### src/logic/hapr_map.svh
// register offsets, field positions, reset values and timing figures
// of the home agent pool readiness block; included by the design file
`ifndef HAPR_MAP_SVH
`define HAPR_MAP_SVH

// ------------------------------------------------------------
// register byte offsets
// ------------------------------------------------------------
`define HAPR_OFS_CAPSTAT   8'h00
`define HAPR_OFS_ERRLOG    8'h08
`define HAPR_OFS_IRQ_STAT  8'h10
`define HAPR_OFS_IRQ_MASK  8'h14

// ------------------------------------------------------------
// field positions
// ------------------------------------------------------------
`define HAPR_DISC_BIT      0
`define HAPR_CNT_LSB       19
`define HAPR_CNT_MSB       27
`define HAPR_EXP_LSB       28
`define HAPR_EXP_MSB       30
`define HAPR_POOL_BIT      31
`define HAPR_ELO_LSB       20
`define HAPR_ELO_MSB       31

// ------------------------------------------------------------
// interrupt status bits
// ------------------------------------------------------------
`define HAPR_IRQ_W         4
`define HAPR_IRQ_POOL      0
`define HAPR_IRQ_DISC      1
`define HAPR_IRQ_FORCED    2
`define HAPR_IRQ_REFUSED   3

// ------------------------------------------------------------
// reset values and timing
// ------------------------------------------------------------
`define HAPR_CONV_COUNT    9'h010
`define HAPR_CONV_EXP      3'h1
`define HAPR_FLR_COUNT     9'h008
`define HAPR_FLR_EXP       3'h1
`define HAPR_ELO_VALUE     12'h000
`define HAPR_SCALE_LOG2    6'h05
`define HAPR_CLK_PERIOD_NS 45'h28

`endif

### src/logic/hapr_pkg.sv
// types shared by the home agent pool readiness block
// assumes nothing of its surroundings
package hapr_pkg;
  typedef logic [8:0]  hapr_count_t;
  typedef logic [2:0]  hapr_exp_t;
  typedef logic [44:0] hapr_time_t;
  typedef logic [7:0]  hapr_addr_t;
  typedef enum logic [1:0] {
    HAPR_WAIT_POOL,
    HAPR_WAIT_TRAIN,
    HAPR_READY
  } hapr_phase_e;
endpackage

### src/logic/hapr_top.sv
// home agent pool readiness: capability/status registers, readiness timer,
// pool and discovery flags, interrupt status and mask
// assumes one 25 MHz clock; attribute, training, shrink and flr inputs come
// from logic on the same clock; registers reached over a plain strobe port
`timescale 1ns/100ps
`include "hapr_map.svh"

module hapr_top #(
  parameter hapr_pkg::hapr_count_t CONV_COUNT = `HAPR_CONV_COUNT,
  parameter hapr_pkg::hapr_exp_t   CONV_EXP   = `HAPR_CONV_EXP,
  parameter hapr_pkg::hapr_count_t FLR_COUNT  = `HAPR_FLR_COUNT,
  parameter hapr_pkg::hapr_exp_t   FLR_EXP    = `HAPR_FLR_EXP,
  parameter logic [11:0]           ELO_VALUE  = `HAPR_ELO_VALUE
) (
  input  wire logic                 clk,
  input  wire logic                 rstn,
  input  wire hapr_pkg::hapr_addr_t addr,
  input  wire logic [31:0]          wdata,
  input  wire logic                 wr,
  input  wire logic                 rd,
  output logic [31:0]               rdata,
  input  wire logic                 flr,
  input  wire logic                 attr_known,
  input  wire logic                 training_done,
  input  wire logic                 shrink_valid,
  input  wire hapr_pkg::hapr_count_t shrink_count,
  input  wire hapr_pkg::hapr_exp_t  shrink_exp,
  output logic                      pool_ready_flag,
  output logic                      discovery_ready_flag,
  output logic                      irq
);

  // ------------------------------------------------------------
  // readiness time arithmetic
  // ------------------------------------------------------------
  function automatic hapr_pkg::hapr_time_t time_ns(input hapr_pkg::hapr_count_t c,
                                                   input hapr_pkg::hapr_exp_t e);
    logic [5:0] sh;
    sh = {3'h0, e} * `HAPR_SCALE_LOG2;
    time_ns = hapr_pkg::hapr_time_t'(c) << sh;
  endfunction

  // the longer of the two reset cases is the one that is reported
  localparam logic USE_CONV = time_ns(CONV_COUNT, CONV_EXP)
                              >= time_ns(FLR_COUNT, FLR_EXP);
  localparam hapr_pkg::hapr_count_t RST_COUNT = USE_CONV ? CONV_COUNT : FLR_COUNT;
  localparam hapr_pkg::hapr_exp_t   RST_EXP   = USE_CONV ? CONV_EXP : FLR_EXP;

  hapr_pkg::hapr_count_t   pool_ready_time_count;
  hapr_pkg::hapr_exp_t     pool_ready_time_exponent;
  hapr_pkg::hapr_time_t    cur_time;
  hapr_pkg::hapr_time_t    elapsed;
  hapr_pkg::hapr_phase_e   phase;
  logic                    shrink_ok;
  logic                    deadline_hit;
  logic [`HAPR_IRQ_W-1:0]  irq_event;
  logic [`HAPR_IRQ_W-1:0]  irq_stat;
  logic [`HAPR_IRQ_W-1:0]  irq_mask;
  logic [31:0]             next_rdata;

  assign cur_time  = time_ns(pool_ready_time_count, pool_ready_time_exponent);
  assign shrink_ok = shrink_valid && (phase != hapr_pkg::HAPR_READY)
                     && (time_ns(shrink_count, shrink_exp) <= cur_time);
  // elapsed lags true time by one period; look two ahead so the flag is up in time
  assign deadline_hit = (elapsed + `HAPR_CLK_PERIOD_NS + `HAPR_CLK_PERIOD_NS) >= cur_time;

  // ------------------------------------------------------------
  // readiness fields
  // ------------------------------------------------------------
  always_ff @(posedge clk or negedge rstn) begin
    if (!rstn) begin
      pool_ready_time_count    <= RST_COUNT;
      pool_ready_time_exponent <= RST_EXP;
    end else if (shrink_ok) begin
      pool_ready_time_count    <= shrink_count;
      pool_ready_time_exponent <= shrink_exp;
    end
  end

  // time since the last reset, held once deadline_hit is set or the block is fully ready
  always_ff @(posedge clk or negedge rstn) begin
    if (!rstn) begin
      elapsed <= '0;
    end else if (flr) begin
      elapsed <= '0;
    end else if (phase != hapr_pkg::HAPR_READY && !deadline_hit) begin
      elapsed <= elapsed + `HAPR_CLK_PERIOD_NS;
    end
  end

  // ------------------------------------------------------------
  // readiness sequence
  // ------------------------------------------------------------
  always_ff @(posedge clk or negedge rstn) begin
    if (!rstn) begin
      phase                <= hapr_pkg::HAPR_WAIT_POOL;
      pool_ready_flag      <= 1'b0;
      discovery_ready_flag <= 1'b0;
    end else if (flr) begin
      phase                <= hapr_pkg::HAPR_WAIT_POOL;
      pool_ready_flag      <= 1'b0;
      discovery_ready_flag <= 1'b0;
    end else begin
      case (phase)
        hapr_pkg::HAPR_WAIT_POOL: begin
          // pre-training sizes are reported at the deadline at the latest
          if (attr_known || deadline_hit) begin
            pool_ready_flag <= 1'b1;
            phase           <= hapr_pkg::HAPR_WAIT_TRAIN;
          end
        end
        hapr_pkg::HAPR_WAIT_TRAIN: begin
          if (training_done) begin
            discovery_ready_flag <= 1'b1;
            phase                <= hapr_pkg::HAPR_READY;
          end
        end
        hapr_pkg::HAPR_READY: begin
          phase <= hapr_pkg::HAPR_READY;
        end
        default: begin
          phase <= hapr_pkg::HAPR_WAIT_POOL;
        end
      endcase
    end
  end

  // ------------------------------------------------------------
  // interrupts
  // ------------------------------------------------------------
  always_comb begin
    irq_event = '0;
    irq_event[`HAPR_IRQ_POOL]    = !flr && phase == hapr_pkg::HAPR_WAIT_POOL
                                   && (attr_known || deadline_hit);
    irq_event[`HAPR_IRQ_DISC]    = !flr && phase == hapr_pkg::HAPR_WAIT_TRAIN
                                   && training_done;
    irq_event[`HAPR_IRQ_FORCED]  = !flr && phase == hapr_pkg::HAPR_WAIT_POOL
                                   && !attr_known && deadline_hit;
    irq_event[`HAPR_IRQ_REFUSED] = shrink_valid && !shrink_ok;
  end

  // write one to clear; a new event in the same cycle wins
  always_ff @(posedge clk or negedge rstn) begin
    if (!rstn) begin
      irq_stat <= '0;
    end else if (wr && addr == `HAPR_OFS_IRQ_STAT) begin
      irq_stat <= (irq_stat & ~wdata[`HAPR_IRQ_W-1:0]) | irq_event;
    end else begin
      irq_stat <= irq_stat | irq_event;
    end
  end

  always_ff @(posedge clk or negedge rstn) begin
    if (!rstn) begin
      irq_mask <= '0;
    end else if (wr && addr == `HAPR_OFS_IRQ_MASK) begin
      irq_mask <= wdata[`HAPR_IRQ_W-1:0];
    end
  end

  assign irq = |(irq_stat & irq_mask);

  // ------------------------------------------------------------
  // register reads; writes to read-only words are dropped
  // ------------------------------------------------------------
  always_comb begin
    next_rdata = '0;
    if (rd) begin
      case (addr)
        `HAPR_OFS_CAPSTAT: begin
          next_rdata[`HAPR_CNT_MSB:`HAPR_CNT_LSB] = pool_ready_time_count;
          next_rdata[`HAPR_EXP_MSB:`HAPR_EXP_LSB] = pool_ready_time_exponent;
          next_rdata[`HAPR_POOL_BIT]              = pool_ready_flag;
          next_rdata[`HAPR_DISC_BIT]              = discovery_ready_flag;
        end
        `HAPR_OFS_ERRLOG: begin
          next_rdata[`HAPR_ELO_MSB:`HAPR_ELO_LSB] = ELO_VALUE;
        end
        `HAPR_OFS_IRQ_STAT: begin
          next_rdata[`HAPR_IRQ_W-1:0] = irq_stat;
        end
        `HAPR_OFS_IRQ_MASK: begin
          next_rdata[`HAPR_IRQ_W-1:0] = irq_mask;
        end
        default: begin
          next_rdata = '0;
        end
      endcase
    end
  end

  always_ff @(posedge clk or negedge rstn) begin
    if (!rstn) begin
      rdata <= '0;
    end else begin
      rdata <= next_rdata;
    end
  end
endmodule

### config.mk
export PLATFORM = sky130hd
export DESIGN_NAME = hapr_top
export DESIGN_NICKNAME = d
export VERILOG_FILES = /design/src/logic/hapr_pkg.sv /design/src/logic/hapr_top.sv
export VERILOG_INCLUDE_DIRS = /design/src /design/src/logic
export SDC_FILE = /design/constraint.sdc
export NUM_CORES = 1
export LEC_CHECK = 0
export BUFFER_PORTS_ARGS = -buffer_cell sky130_fd_sc_hd__buf_4
export CAP_MARGIN = 20
export CELL_PAD_IN_SITES_DETAIL_PLACEMENT = 2
export CELL_PAD_IN_SITES_GLOBAL_PLACEMENT = 2
export CORE_ASPECT_RATIO = 1.25
export CORE_UTILIZATION = 36
export DETAILED_ROUTE_END_ITERATION = 12
export GPL_TIMING_DRIVEN = 0
export PLACE_DENSITY = 0.86
export RECOVER_POWER = 25
export SETUP_SLACK_MARGIN = 0.15
export SYNTH_ARGS = -nofsm -noshare
export SYNTH_HDL_FRONTEND = slang
export SYNTH_SLANG_ARGS = --single-unit
### constraint.sdc
create_clock -name clk -period 6.9 [get_ports clk]
set_input_delay 0.345 -clock clk [delete_from_list [all_inputs] [get_ports clk]]
set_output_delay 0.345 -clock clk [all_outputs]
set_load 0.03 [all_outputs]
* Word-level counts from Yosys, hierarchy flattened
Index checks and enable logic that the tools add are counted.
** Word-level totals
- Bits in registers :: 101
- Bits of input ports :: 60
- Output and inout port bits :: 35
- Logic and storage cells :: 75
** Operators by class
- Add/sub/neg operators :: 2
- $mul :: 2
- Order comparisons :: 2
- Equal/unequal tests :: 7
- Shift-type cells :: 2
- Multiplexer cells :: 18
- Bitwise operators :: 5
- Reductions and logical operators :: 28
** Operator list (count)
- adder 45 x 6 -> 45 bit (second input constant) :: 2
- 2-to-1 mux 45 bit :: 2
- << shifter 9 x 6 -> 45 bit :: 2
- greater-or-equal comparator 45 bit :: 1
- <= comparator 45 bit :: 1
- 2-to-1 mux 32 bit :: 1
- equality test 8 x 5 -> 1 bit (second input constant) :: 2
- logical AND 1 bit :: 12
- multiplier 3 x 3 -> 6 bit (second input constant) :: 2
- 2-to-1 mux 12 bit :: 1
- nonzero test 2 bit :: 5
- AND 4 bit :: 2
- zero test 8 bit :: 1
- bitwise OR 4 bit :: 2
- 2-to-1 mux 1 bit :: 7
- 2-to-1 mux 2 bit :: 3
- != test 3 bit (second input constant) :: 2
- case mux 2 bit (3 select lines) :: 1
- case mux 3 bit (2 select lines) :: 1
- AND reduction 2 bit :: 3
- zero test 1 bit :: 4
- 2-to-1 mux 4 bit :: 1
- inverter 4 bit :: 1
- OR reduction 4 bit :: 1
- 6 further kinds :: 6

* Depth between registers and ports, before layout
Gate-level depths: netlist of the first run.
- Word-level depth :: 8
- Gate-level depth with buffers :: 23
- Gate-level depth less buffers :: 19

* Worst setup path after synthesis of the first run
No wires, ideal clock.
- Path type :: register -> register
- From :: register elapsed[3]
- To :: register elapsed[34]
- Setup time :: 0.110 ns
- Data arrival time :: 5.049 ns
- Data required time :: 6.790 ns
- Setup slack :: 1.741 ns
- Cell stages (with the launch flop) :: 20
- Path buffers :: 3
- Clock period less this slack :: 5.159 ns
- Path through :: dfrtp_1 -> ha_1 -> o211a_1 -> nand3_2 -> o311a_1 -> or3_1 -> or4b_4 -> o41ai_2 -> nand4_1 -> xnor2_1 -> ha_1 -> nand4_1 -> nor4_1 -> o31ai_1 -> a2111oi_0 -> clkbuf_1 -> buf_2 -> buf_2 -> o311ai_0 -> o41ai_1
** Between the ends
- Longest elaborated chain between the ends :: 6
- Elaborated cells on any way between the ends :: 8
- Classes of those cells :: add/sub (2); order compare (1); mux (2); reduce/logical (3)
** Ends and longest elaborated chain
- start: declaration :: RTL line hapr_top.sv:52 : hapr_pkg::hapr_time_t elapsed;
- start signal: assignment :: RTL line hapr_top.sv:87 : elapsed <= elapsed + `HAPR_CLK_PERIOD_NS;
- adder 45 x 6 -> 45 bit (no line) (*)
- adder 45 x 6 -> 45 bit (no line)
- greater-or-equal comparator 45 bit :: RTL line hapr_top.sv:65 : assign deadline_hit = (elapsed + `HAPR_CLK_PERIOD_NS + `HAPR_CLK_PERIOD_NS) >= cur_time;
- zero test 1 bit :: RTL line hapr_top.sv:86 : end else if (phase != hapr_pkg::HAPR_READY && !deadline_hit) begin
- logical AND 1 bit :: RTL line hapr_top.sv:86
- nonzero test 2 bit (no line)
Every way passes the cells marked *; elsewhere a longest branch is shown, timed or not. The select of a mux whose other input is x is not followed.
A chain may end at the register's enable or synchronous reset.

* Final worst setup path of the first run
- From :: register elapsed[3]
- To :: register elapsed[3]
The elaborated chain is that of the path after synthesis.

==> flow_summary.ini, run 1 <==
[run_status]
status = finished, violations left
violations = max-capacitance violations, max-slew violations

[setup_path]
crit_required_ns = 7.19
worstSetupPathType = reg2reg
start_kind = flip-flop
crit_arrival_ns = 7.06
critPathMaxFanout = 10
endpoint_kind = flip-flop

[sta]
fin_ws_ns = 0.1336
slew_headroom = -1.419
grt_setup_unrepaired = false
tightest_slew_ns = 3.628
finClkSkew_ns = 0.01651
setup_viol = 0
hold_slack_ns = 0.1840
final_max_slew_viol_count = 58
min_period_ns = 6.766
fin_crit_sh = 0.9806
hold_viol_final = 0
clock.fmax_mhz = 147.8

[worst_hold_path]
min_path_type = in2reg

[synthesis]
ys.flop_type = dfrtp_1
avgSynthCellArea_um2 = 7.738
async_flop_share = 1.000
synth_area_leader_cell = dfrtp_1
yosys_warnings = 0
synth.distinct_cells = 83
synth-edff-count = 0
ys_ff_latch = 83
ys_top_cells_by_area = dfrtp_1, ha_1, nand2_1
syn_inst = 1306
seq_area_frac_synth = 0.2058
yosysTopAreaCellShare = 0.2006
syn_area_um2 = 10110

[die]
initial_core_util = 0.3666
coreArea_um2 = 27570
die_h_um = 189.3
die_area_um2 = 28750
die_w_um = 151.9
ios = 95
rows = 68

[power]
peakVddDrop_mv = 0.1979
p_comb_frac = 0.733
internal_power_mw = 1.929
swShare = 0.5809
clkPwrFrac = 0.123
p_per_area_nw_per_um2 = 405.6
pwr-share-seq = 0.144
switchingPower_mw = 2.673
leakage_nw = 4.730

[detailed_routing]
num_vias = 10990
detail_route.wl_per_cell_um = 25.78
ant_nets = 0
first_pass_iters = 7
drt-total-wl_um = 44840
drt_iter0_drc = 629
drc = 0
vias_per_cell = 6.322

[clocking]
cts_buffers = 9
clk_pin_slew_ns = 0.08
htree_levels = 3
clk_latency_ns = 0.38
cts_tree = yes
clockBufferDepth = 2
cts_root_buf = clkbuf_16
cts_num_sinks = 83

[cells_and_area]
nets = 1543
area_growth_pct = 12.28
final_cells = 1739
diodes = 0
final_area_um2 = 11350
drive_gt1_frac = 0.1195

[global_routing]
grt_max_degree = 58
grt_pass1_wl_um = 68730
grt_pass1_vias = 11770
overflow = 0
grt_usage = 0.3072
antenna_found_initial = 0

[placed_design]
post-place-ws_ns = -0.01193
dp.cells = 1721
io_buffers = 48
dpl_cell_area_um2 = 10990
hpwl_um = 34670
place_congestion = 0.9490

[flow_run]
maxCapViolCount = 1
-- power by group through the flow --
stage	logic, mW	clock network, mW	registers [mW]
floorplan	2.13	0	0.631
finish	3.37	0.568	0.663
CTS	3.30	0.574	0.658
global route	3.61	0.590	0.669
global placement	3.09	0	0.660
detailed placement	3.25	0	0.665
-- kinds of logic (layout without fill, tap and decap cells) --
family | Yosys count | count (layout) | share of synthesized area
simple gates | 564 | 564 | 0.2932
compound gates | 309 | 309 | 0.2097
buf+inv | 132 | 201 | 0.05708
fa+ha+maj | 98 | 98 | 0.1213
flops | 83 | 83 | 0.2058
xor+xnor | 68 | 68 | 0.05893
mux | 51 | 51 | 0.05361
other cells | 1 | 15 | 0.0003711
-- final timing paths --
kind / depth (start not counted) / slack (ns) / endpoint / startpoint
worst max-delay path: 20 / 0.13 / elapsed[3]$_DFFE_PN0P_ / elapsed[3]$_DFFE_PN0P_
worst min-delay path: 2 / 0.18 / irq_stat[2]$_DFF_PN0_ / attr_known
worst max register to register: 20 / 0.13 / elapsed[3]$_DFFE_PN0P_ / elapsed[3]$_DFFE_PN0P_
worst min register to register: 2 / 0.55 / irq_stat[0]$_DFF_PN0_ / irq_stat[0]$_DFF_PN0_
max in group asynchronous: 3 / 1.93 / elapsed[13]$_DFFE_PN0P_ / rstn
min in group asynchronous: 2 / 0.86 / pool_ready_time_count[0]$_DFFE_PN0P_ / rstn
-- worst max-delay path, cell delays in order, from the launching register on --
cell,delay (ns)
dfrtp_1,0.51
clkbuf_2,0.31
a21o_1,0.31
nand4_1,0.32
nor3_1,0.44
o21ai_0,0.30
or4b_4,0.63
o41ai_2,0.38
nand4_1,0.16
xnor2_1,0.19
ha_1,0.34
nand4_1,0.18
nor4_1,0.39
o31ai_1,0.21
a2111oi_1,0.45
buf_1,0.28
clkbuf_2,0.31
buf_4,0.25
buf_2,0.33
o21ai_0,0.17
a21oi_1,0.18
-- cell usage in the layout, fill, tap and decap left out, types with 10 or more instances in the layout --
cell      count
nor2_1      110
a21oi_1      88
o31ai_1      26
and3_1       11
buf_1        11
nor2b_1      25
clkbuf_1     63
nand2b_1     22
or2_2        10
xnor2_1      44
a311o_1      12
o22ai_1      17
and2_1       21
inv_1        20
nor4_1       13
buf_4        66
a32oi_1      10
mux2i_1      26
buf_2        16
o21ai_0      41
ha_1         97
nand3_1      78
mux2_2       25
dfrtp_1      81
nor3_1       28
or4_1        22
conb_1       15
a21o_1       27
o41ai_1      12
nand2_1     136
xor2_1       24
nand4_1      42
-- registers in the layout (all words and copies together), names as in the netlist --
name / count
pool_ready_time_exponent: 3
phase: 2
irq_mask: 4
pool_ready_time_count: 9
irq_stat: 4
elapsed: 42
pool_ready_flag: 1
discovery_ready_flag: 1
rdata: 17
-- through the flow --
stage | power, mW | TNS [ns] | utilization
detailed placement | 3.910 | -0.02381 | 0.3988
global placement | 3.748 | -8.443 | 0.3975
CTS | 4.532 | 0 | 0.4113
finish | 4.602 | 0 | 0.4116
global route | 4.867 | 0 | 0.4116
floorplan | 2.757 | 0 | -
-- cell type report --
class                      instances  area, um2
tap                              350      437.9
multi-input combinational       1105       7533
inverter                          20      75.07
clock buffer                       9      225.2
fill                            3228      16220
timing repair buffer              54      394.1
buffer                           112      514.2
clock inverter                     6      87.58
sequential                        83       2079
-- routing by layer --
| layer | up-vias | global-route usage | wire, um |
|---|---|---|---|
| li1 | 4996 | - | - |
| met1 | 5559 | 0.3277 | 17270 |
| met2 | 303 | 0.5733 | 23480 |
| met3 | 136 | 0.03777 | 1363 |
| met4 | 0 | 0.1885 | 2728 |
| met5 | - | 0 | 0 |
-- Yosys cell counts, types with 5 or more instances --
| library cell | n |
|---|---|
| nand2_1 | 136 |
| nor2_1 | 110 |
| ha_1 | 98 |
| a21oi_1 | 88 |
| dfrtp_1 | 81 |
| nand3_1 | 78 |
| clkbuf_1 | 69 |
| xnor2_1 | 44 |
| nand4_1 | 42 |
| o21ai_0 | 41 |
| nor3_1 | 28 |
| a21o_1 | 27 |
| mux2i_1 | 26 |
| o31ai_1 | 26 |
| mux2_2 | 25 |
| nor2b_1 | 25 |
| xor2_1 | 24 |
| nand2b_1 | 22 |
| or4_1 | 22 |
| and2_1 | 21 |
| inv_1 | 20 |
| o22ai_1 | 17 |
| buf_2 | 16 |
| buf_4 | 16 |
| nor4_1 | 14 |
| a311o_1 | 12 |
| o41ai_1 | 12 |
| a32oi_1 | 11 |
| and3_1 | 11 |
| buf_1 | 10 |
| or2_2 | 10 |
| a22oi_1 | 8 |
| o311ai_0 | 8 |
| a31oi_1 | 6 |
| o21a_1 | 6 |
| or3_1 | 6 |
| and4_1 | 5 |
-- what timing repair did --
| item | 4_1_cts | 5_1_grt |
|---|---|---|
| buffers inserted | 0 | 2 |
| gates resized for setup | 10 | 9 |
| hold buffers | 1 | 0 |
| endpoints found under the setup margin | 38 | 35 |
| pin swaps | 1 | 2 |
| endpoints found under the hold margin | 25 | 0 |
(Power assumes the default switching activity.)
==> inputs of run 2 (changes only) <==
--- a/config.mk
+++ b/config.mk
@@ -6,12 +6,13 @@
 export SDC_FILE = /design/constraint.sdc
 export NUM_CORES = 1
 export LEC_CHECK = 0
+export ABC_AREA = 1
 export BUFFER_PORTS_ARGS = -buffer_cell sky130_fd_sc_hd__buf_4
 export CAP_MARGIN = 20
 export CELL_PAD_IN_SITES_DETAIL_PLACEMENT = 2
 export CELL_PAD_IN_SITES_GLOBAL_PLACEMENT = 2
 export CORE_ASPECT_RATIO = 1.25
-export CORE_UTILIZATION = 36
+export CORE_UTILIZATION = 33
 export DETAILED_ROUTE_END_ITERATION = 12
 export GPL_TIMING_DRIVEN = 0
 export PLACE_DENSITY = 0.86
==> flow_summary.ini, run 2 <==
[run_status]
status = finished, violations left
violations = max-capacitance violations, max-slew violations

[cells_and_area]
drive_gt1_frac = 0.1180
final_cells = 2187
nFillCells = 3987
nets = 1933
largest_reg_flops = 42
area_growth_pct = 11.87
final_common_cell = nand2_1
diodes = 0
regMostFlops = elapsed
final_cell_mix = nand2_1, nor2_1, inv_1
fin_util = 0.3761
final_area_um2 = 11690
largestRegisters = elapsed x42, rdata x17, pool_ready_time_count x9

[setup_path]
crit_arrival_ns = 5.67
worstPathCellList = ha_1 -> inv_1 -> nand2_2 -> nand2_1 -> xor2_1 -> nor2_1 -> inv_1 -> nor3_1 -> nand3_1 -> nand2_1 -> nand2_1 -> ha_1 -> nand2_1 -> inv_1 -> nand3_1 -> nor3_1 -> nand2_1 -> a21oi_1 -> nor2_1 -> nand3b_2 -> clkbuf_1 -> nand3_1 -> nand2_1
crit_slowest_cell = nor3_1
max_stage_delay_ns = 0.70
reg2reg_depth = 23
path_buf_inv = 4
cpMostUsedCell = nand2_1
start_kind = flip-flop
endpoint_kind = flip-flop
worstSetupPathType = reg2reg
critPathMaxFanout = 10
cp.depth = 23
crit_required_ns = 7.21
cpLargestDelayFamily = simple AND/OR/NAND/NOR gates

[synthesis]
async_flop_share = 1.000
synth.distinct_cells = 46
synth_most_common_cell = nand2_1
synthTopCellsByCount = nand2_1, nor2_1, inv_1, nand3_1, ha_1
seq_area_frac_synth = 0.1990
yosysTopAreaCellShare = 0.1940
ys.flop_type = dfrtp_1
ys_ff_latch = 83
synth-edff-count = 0
yosys_warnings = 0
synth_area_leader_cell = dfrtp_1
syn_inst = 1698
ys_top_cells_by_area = dfrtp_1, nand2_1, ha_1
avgSynthCellArea_um2 = 6.154
syn_area_um2 = 10450

[clocking]
cts_tree = yes
clk_pin_slew_ns = 0.07
cts_buffers = 9
clk_latency_ns = 0.39
clockBufferDepth = 2
cts_root_buf = clkbuf_16
cts_num_sinks = 83
htree_levels = 3
cts_resized = 0

[global_routing]
grt_usage = 0.2784
grt_max_degree = 84
overflow = 0
antenna_found_initial = 0
grt_pass1_wl_um = 69880
grt_pass1_vias = 12800

[sta]
hold_viol_final = 0
fin_crit_sh = 0.7776
slew_headroom = -1.377
fin_ws_ns = 1.535
clock.fmax_mhz = 186.4
tightest_slew_ns = 3.566
final_max_slew_viol_count = 62
min_period_ns = 5.365
setup_viol = 0
grt_setup_unrepaired = false
hold_slack_ns = 0.1881
fin_setup_tns_ns = 0
finClkSkew_ns = 0.01404

[detailed_routing]
detail_route.wl_per_cell_um = 20.29
drc = 0
first_pass_iters = 5
drt-total-wl_um = 44380
drt_iter0_drc = 430
vias_per_cell = 5.333
num_vias = 11660
ant_nets = 0

[die]
die_area_um2 = 32380
ios = 95
coreArea_um2 = 31080
initial_core_util = 0.3362
die_h_um = 200.9
die_w_um = 161.2
rows = 72

[power]
leakage_nw = 5.639
p_per_area_nw_per_um2 = 311.8
power_mw = 3.645
peakVddDrop_mv = 0.2183

[placed_design]
hpwl_um = 37120
post-place-ws_ns = 1.586
dpl_cell_area_um2 = 11390
dp.cells = 2169
io_buffers = 50
place_congestion = 0.9509

[worst_hold_path]
whs_path_depth = 3
min_path_type = in2reg

[flow_run]
maxCapViolCount = 1
==> run 2: cell types whose count changed after synthesis, sizes merged, moves of 38 or more <==
cell	change
xnor2	-41
nand2	+424
clkbuf	-38
nor2	+140
inv	+169
nand3	+70
o21ai	+39
==> run 2: layout make-up <==
type,instances,area (um2),share of cell area
Tap cell,407,509.2,0.04357
Buffer,63,332.8,0.02847
Multi-Input combinational cell,1369,7346,0.6285
Clock inverter,6,53.80,0.004603
Timing Repair Buffer,52,385.4,0.03297
Sequential cell,83,2079,0.1779
Inverter,197,743.2,0.06358
Clock buffer,10,239.0,0.02045
==> run 2: power breakdown <==
group / internal [mW] / leakage [nW] / switching (mW)
combinational: 0.727 / 4.40 / 1.78
clock: 0.262 / 0.142 / 0.247
sequential: 0.553 / 1.10 / 0.0734
==> run 2: what timing repair did <==
action,CTS,global route
buffers inserted,0,0
endpoints found under the hold margin,0,20
hold buffers,0,1
==> run 2: final timing paths <==
path,startpoint,slack (ns),endpoint
setup / recovery,elapsed[3]$_DFFE_PN0P_,1.53,elapsed[21]$_DFFE_PN0P_
hold / removal,shrink_valid,0.19,irq_stat[3]$_DFF_PN0_
setup reg to reg,elapsed[3]$_DFFE_PN0P_,1.53,elapsed[21]$_DFFE_PN0P_
hold reg to reg,pool_ready_time_count[5]$_DFFE_PN0P_,0.50,pool_ready_time_count[5]$_DFFE_PN0P_
max in group asynchronous,rstn,2.14,elapsed[12]$_DFFE_PN0P_
min in group asynchronous,rstn,0.75,pool_ready_time_count[8]$_DFFE_PN0P_
==> run 2: per-layer routing <==
| layer | GRT usage | wire length [um] | share of wire |
|---|---|---|---|
| met4 | 0.1634 | 2638 | 0.059 |
| met1 | 0.2843 | 17040 | 0.38 |
| met5 | 0 | 0 | 0 |
| met2 | 0.5348 | 23740 | 0.53 |
| met3 | 0.03326 | 962 | 0.022 |
==> run 2: cells by family after synthesis <==
group / count (synthesis) / synth area share
flops: 83 / 0.1990
fa+ha+maj: 98 / 0.1174
other cells: 1 / 0.0003589
compound gates: 180 / 0.09388
xor+xnor: 37 / 0.03173
mux: 8 / 0.007664
buf+inv: 260 / 0.1030
simple gates: 1031 / 0.4470
==> run 2: worst register-to-register path: stages (launching register included) <==
cell	delay, ns
dfrtp_1	0.53
ha_1	0.34
inv_1	0.11
nand2_2	0.12
nand2_1	0.11
xor2_1	0.25
nor2_1	0.25
inv_1	0.11
nor3_1	0.70
nand3_1	0.16
nand2_1	0.09
nand2_1	0.06
ha_1	0.29
nand2_1	0.05
inv_1	0.10
nand3_1	0.09
nor3_1	0.27
nand2_1	0.17
a21oi_1	0.25
nor2_1	0.16
nand3b_2	0.33
clkbuf_1	0.45
nand3_1	0.20
nand2_1	0.12
==> inputs of run 3 (changes only) <==
--- a/config.mk
+++ b/config.mk
@@ -12,10 +12,10 @@
 export CELL_PAD_IN_SITES_DETAIL_PLACEMENT = 2
 export CELL_PAD_IN_SITES_GLOBAL_PLACEMENT = 2
 export CORE_ASPECT_RATIO = 1.25
-export CORE_UTILIZATION = 33
+export CORE_UTILIZATION = 30
 export DETAILED_ROUTE_END_ITERATION = 12
 export GPL_TIMING_DRIVEN = 0
-export PLACE_DENSITY = 0.86
+export PLACE_DENSITY = 0.82
 export RECOVER_POWER = 25
 export SETUP_SLACK_MARGIN = 0.15
 export SYNTH_ARGS = -nofsm -noshare
==> constraint.sdc (replaced) <==
create_clock -name clk -period 4.4 [get_ports clk]
set_input_delay 0.22 -clock clk [delete_from_list [all_inputs] [get_ports clk]]
set_output_delay 0.22 -clock clk [all_outputs]
set_load 0.03 [all_outputs]
==> flow_summary.ini, run 3 (synthesis gave the netlist of run 2 again) <==
[power]
p_comb_frac = 0.718
swShare = 0.5777
p_per_area_nw_per_um2 = 481.3
switchingPower_mw = 3.652
pwr-share-seq = 0.157
leakage_nw = 6.146
clkPwrFrac = 0.125
internal_power_mw = 2.670
peakVddDrop_mv = 0.2317

[die]
die_area_um2 = 35580
ios = 95
initial_core_util = 0.3035
rows = 76
coreArea_um2 = 34420
die_h_um = 210.7
die_w_um = 168.9

[detailed_routing]
first_pass_iters = 5
drt_iter0_drc = 599
ant_nets = 0
drc = 0
drt-total-wl_um = 54440
num_vias = 12620
detail_route.wl_per_cell_um = 23.61
vias_per_cell = 5.474

[global_routing]
grt_usage = 0.2734
grt_max_degree = 84
grt_pass1_wl_um = 74330
overflow = 0
grt_pass1_vias = 13440
antenna_found_initial = 0

[cells_and_area]
largestRegisters = elapsed x42, rdata x17, pool_ready_time_count x9
nets = 1991
final_cells = 2306
final_area_um2 = 13140
nFillCells = 4197
diodes = 0
final_cell_mix = nand2_1, inv_1, nor2_1
final_common_cell = nand2_1
area_growth_pct = 25.72
regMostFlops = elapsed
drive_gt1_frac = 0.2345
largest_reg_flops = 42
fin_util = 0.3816

[setup_path]
worstSetupPathType = reg2reg
crit_required_ns = 4.73
crit_slowest_cell = dfrtp_2
start_kind = flip-flop
max_stage_delay_ns = 0.44
endpoint_kind = flip-flop
cpMostUsedCell = nand2_1
crit_arrival_ns = 5.30
critPathMaxFanout = 6

[clocking]
clockBufferDepth = 2
cts_tree = yes
clk_pin_slew_ns = 0.08
clk_latency_ns = 0.40
cts_num_sinks = 83
cts_buffers = 9
htree_levels = 3
cts_root_buf = clkbuf_16

[sta]
final_max_slew_viol_count = 64
fin_crit_sh = 1.130
tightest_slew_ns = 1.775
slew_headroom = -0.1837
clock.fmax_mhz = 201.1
finClkSkew_ns = 0.01941
min_period_ns = 4.972
setup_viol = 47
hold_viol_final = 0
grt_setup_unrepaired = true
hold_slack_ns = 0.04421
fin_ws_ns = -0.5724

[placed_design]
io_buffers = 50
place_congestion = 0.9474
dp.cells = 2230
post-place-ws_ns = -0.9855
dpl_cell_area_um2 = 11460
hpwl_um = 36880

[run_status]
violations = max-capacitance violations, max-slew violations, negative setup slack
status = finished, violations left

[flow_run]
maxCapViolCount = 1

[worst_hold_path]
min_path_type = in2reg
run 3: changes by cell type in the layout (fill, tap and decap cells not counted), sizes merged:
cell	previous run	this run
clkbuf	45	44
inv	194	192
clkinv	8	7
buf	79	137
nand2	561	562
clkinvlp	1	4
run 3: worst max-delay path: cells and delay by family, from the launching register on:
family | cells | cell delay (ns)
AND/OR/NAND/NOR | 17 | 2.62
adder cells (fa/ha/maj) | 2 | 0.55
buffers and inverters | 5 | 0.52
AO/OA/AOI/OAI | 3 | 0.48
flip-flops | 1 | 0.44
XOR/XNOR | 1 | 0.23
run 3: worst paths after layout:
kind / startpoint / to / depth (start not counted) / slack, ns
min: shrink_valid / irq_stat[3]$_DFF_PN0_ / 3 / 0.04
min reg2reg: pool_ready_time_count[1]$_DFFE_PN0P_ / pool_ready_time_count[1]$_DFFE_PN0P_ / 2 / 0.49
max in group asynchronous: rstn / elapsed[12]$_DFFE_PN0P_ / 3 / 1.35
max: elapsed[4]$_DFFE_PN0P_ / elapsed[41]$_DFFE_PN0P_ / 28 / -0.57
max reg2reg: elapsed[4]$_DFFE_PN0P_ / elapsed[41]$_DFFE_PN0P_ / 28 / -0.57
min in group asynchronous: rstn / rdata[26]$_DFF_PN0_ / 2 / 0.57
run 3: through the flow:
stage               power, mW  TNS [ns]
floorplan               3.525         0
global placement        4.611    -31.39
detailed placement      4.881    -43.73
CTS                     5.935         0
global route            6.800    -27.46
finish                  6.322    -21.76
run 3: layer usage:
layer | global-route usage | vias to the layer above | wire length [um]
met3 | 0.03354 | 224 | 1968
met4 | 0.1790 | 0 | 4204
met1 | 0.2734 | 6272 | 19600
met5 | 0 | - | 0
met2 | 0.5266 | 398 | 28660
li1 | - | 5728 | -
run 3: power by group through the flow:
| stage | Clock (mW) | Combinational, mW | Sequential, mW |
|---|---|---|---|
| floorplan | 0 | 2.56 | 0.968 |
| global placement | 0 | 3.62 | 0.986 |
| detailed placement | 0 | 3.88 | 0.997 |
| CTS | 0.792 | 4.16 | 0.983 |
| global route | 0.823 | 4.97 | 1.01 |
| finish | 0.789 | 4.54 | 0.995 |
run 3: final cells by class:
type                            instances  area, um2  area share
Buffer                                 63      364.1     0.02772
Clock buffer                           10      229.0     0.01743
Clock inverter                          6      47.55    0.003619
Inverter                              197      760.7     0.05791
Multi-Input combinational cell       1370       8168      0.6218
Sequential cell                        83       2101      0.1599
Tap cell                              468      585.6     0.04458
Timing Repair Buffer                  109      880.8     0.06705
run 3: what timing repair did:
| item | 4_1_cts | 5_1_grt |
|---|---|---|
| pin swaps | 23 | 42 |
| cloned | 2 | 2 |
| endpoints found under the hold margin | 0 | 18 |
| setup buffers | 27 | 27 |
| gates resized for setup | 117 | 142 |
| setup endpoints to repair | 60 | 58 |
| hold buffers | 0 | 1 |
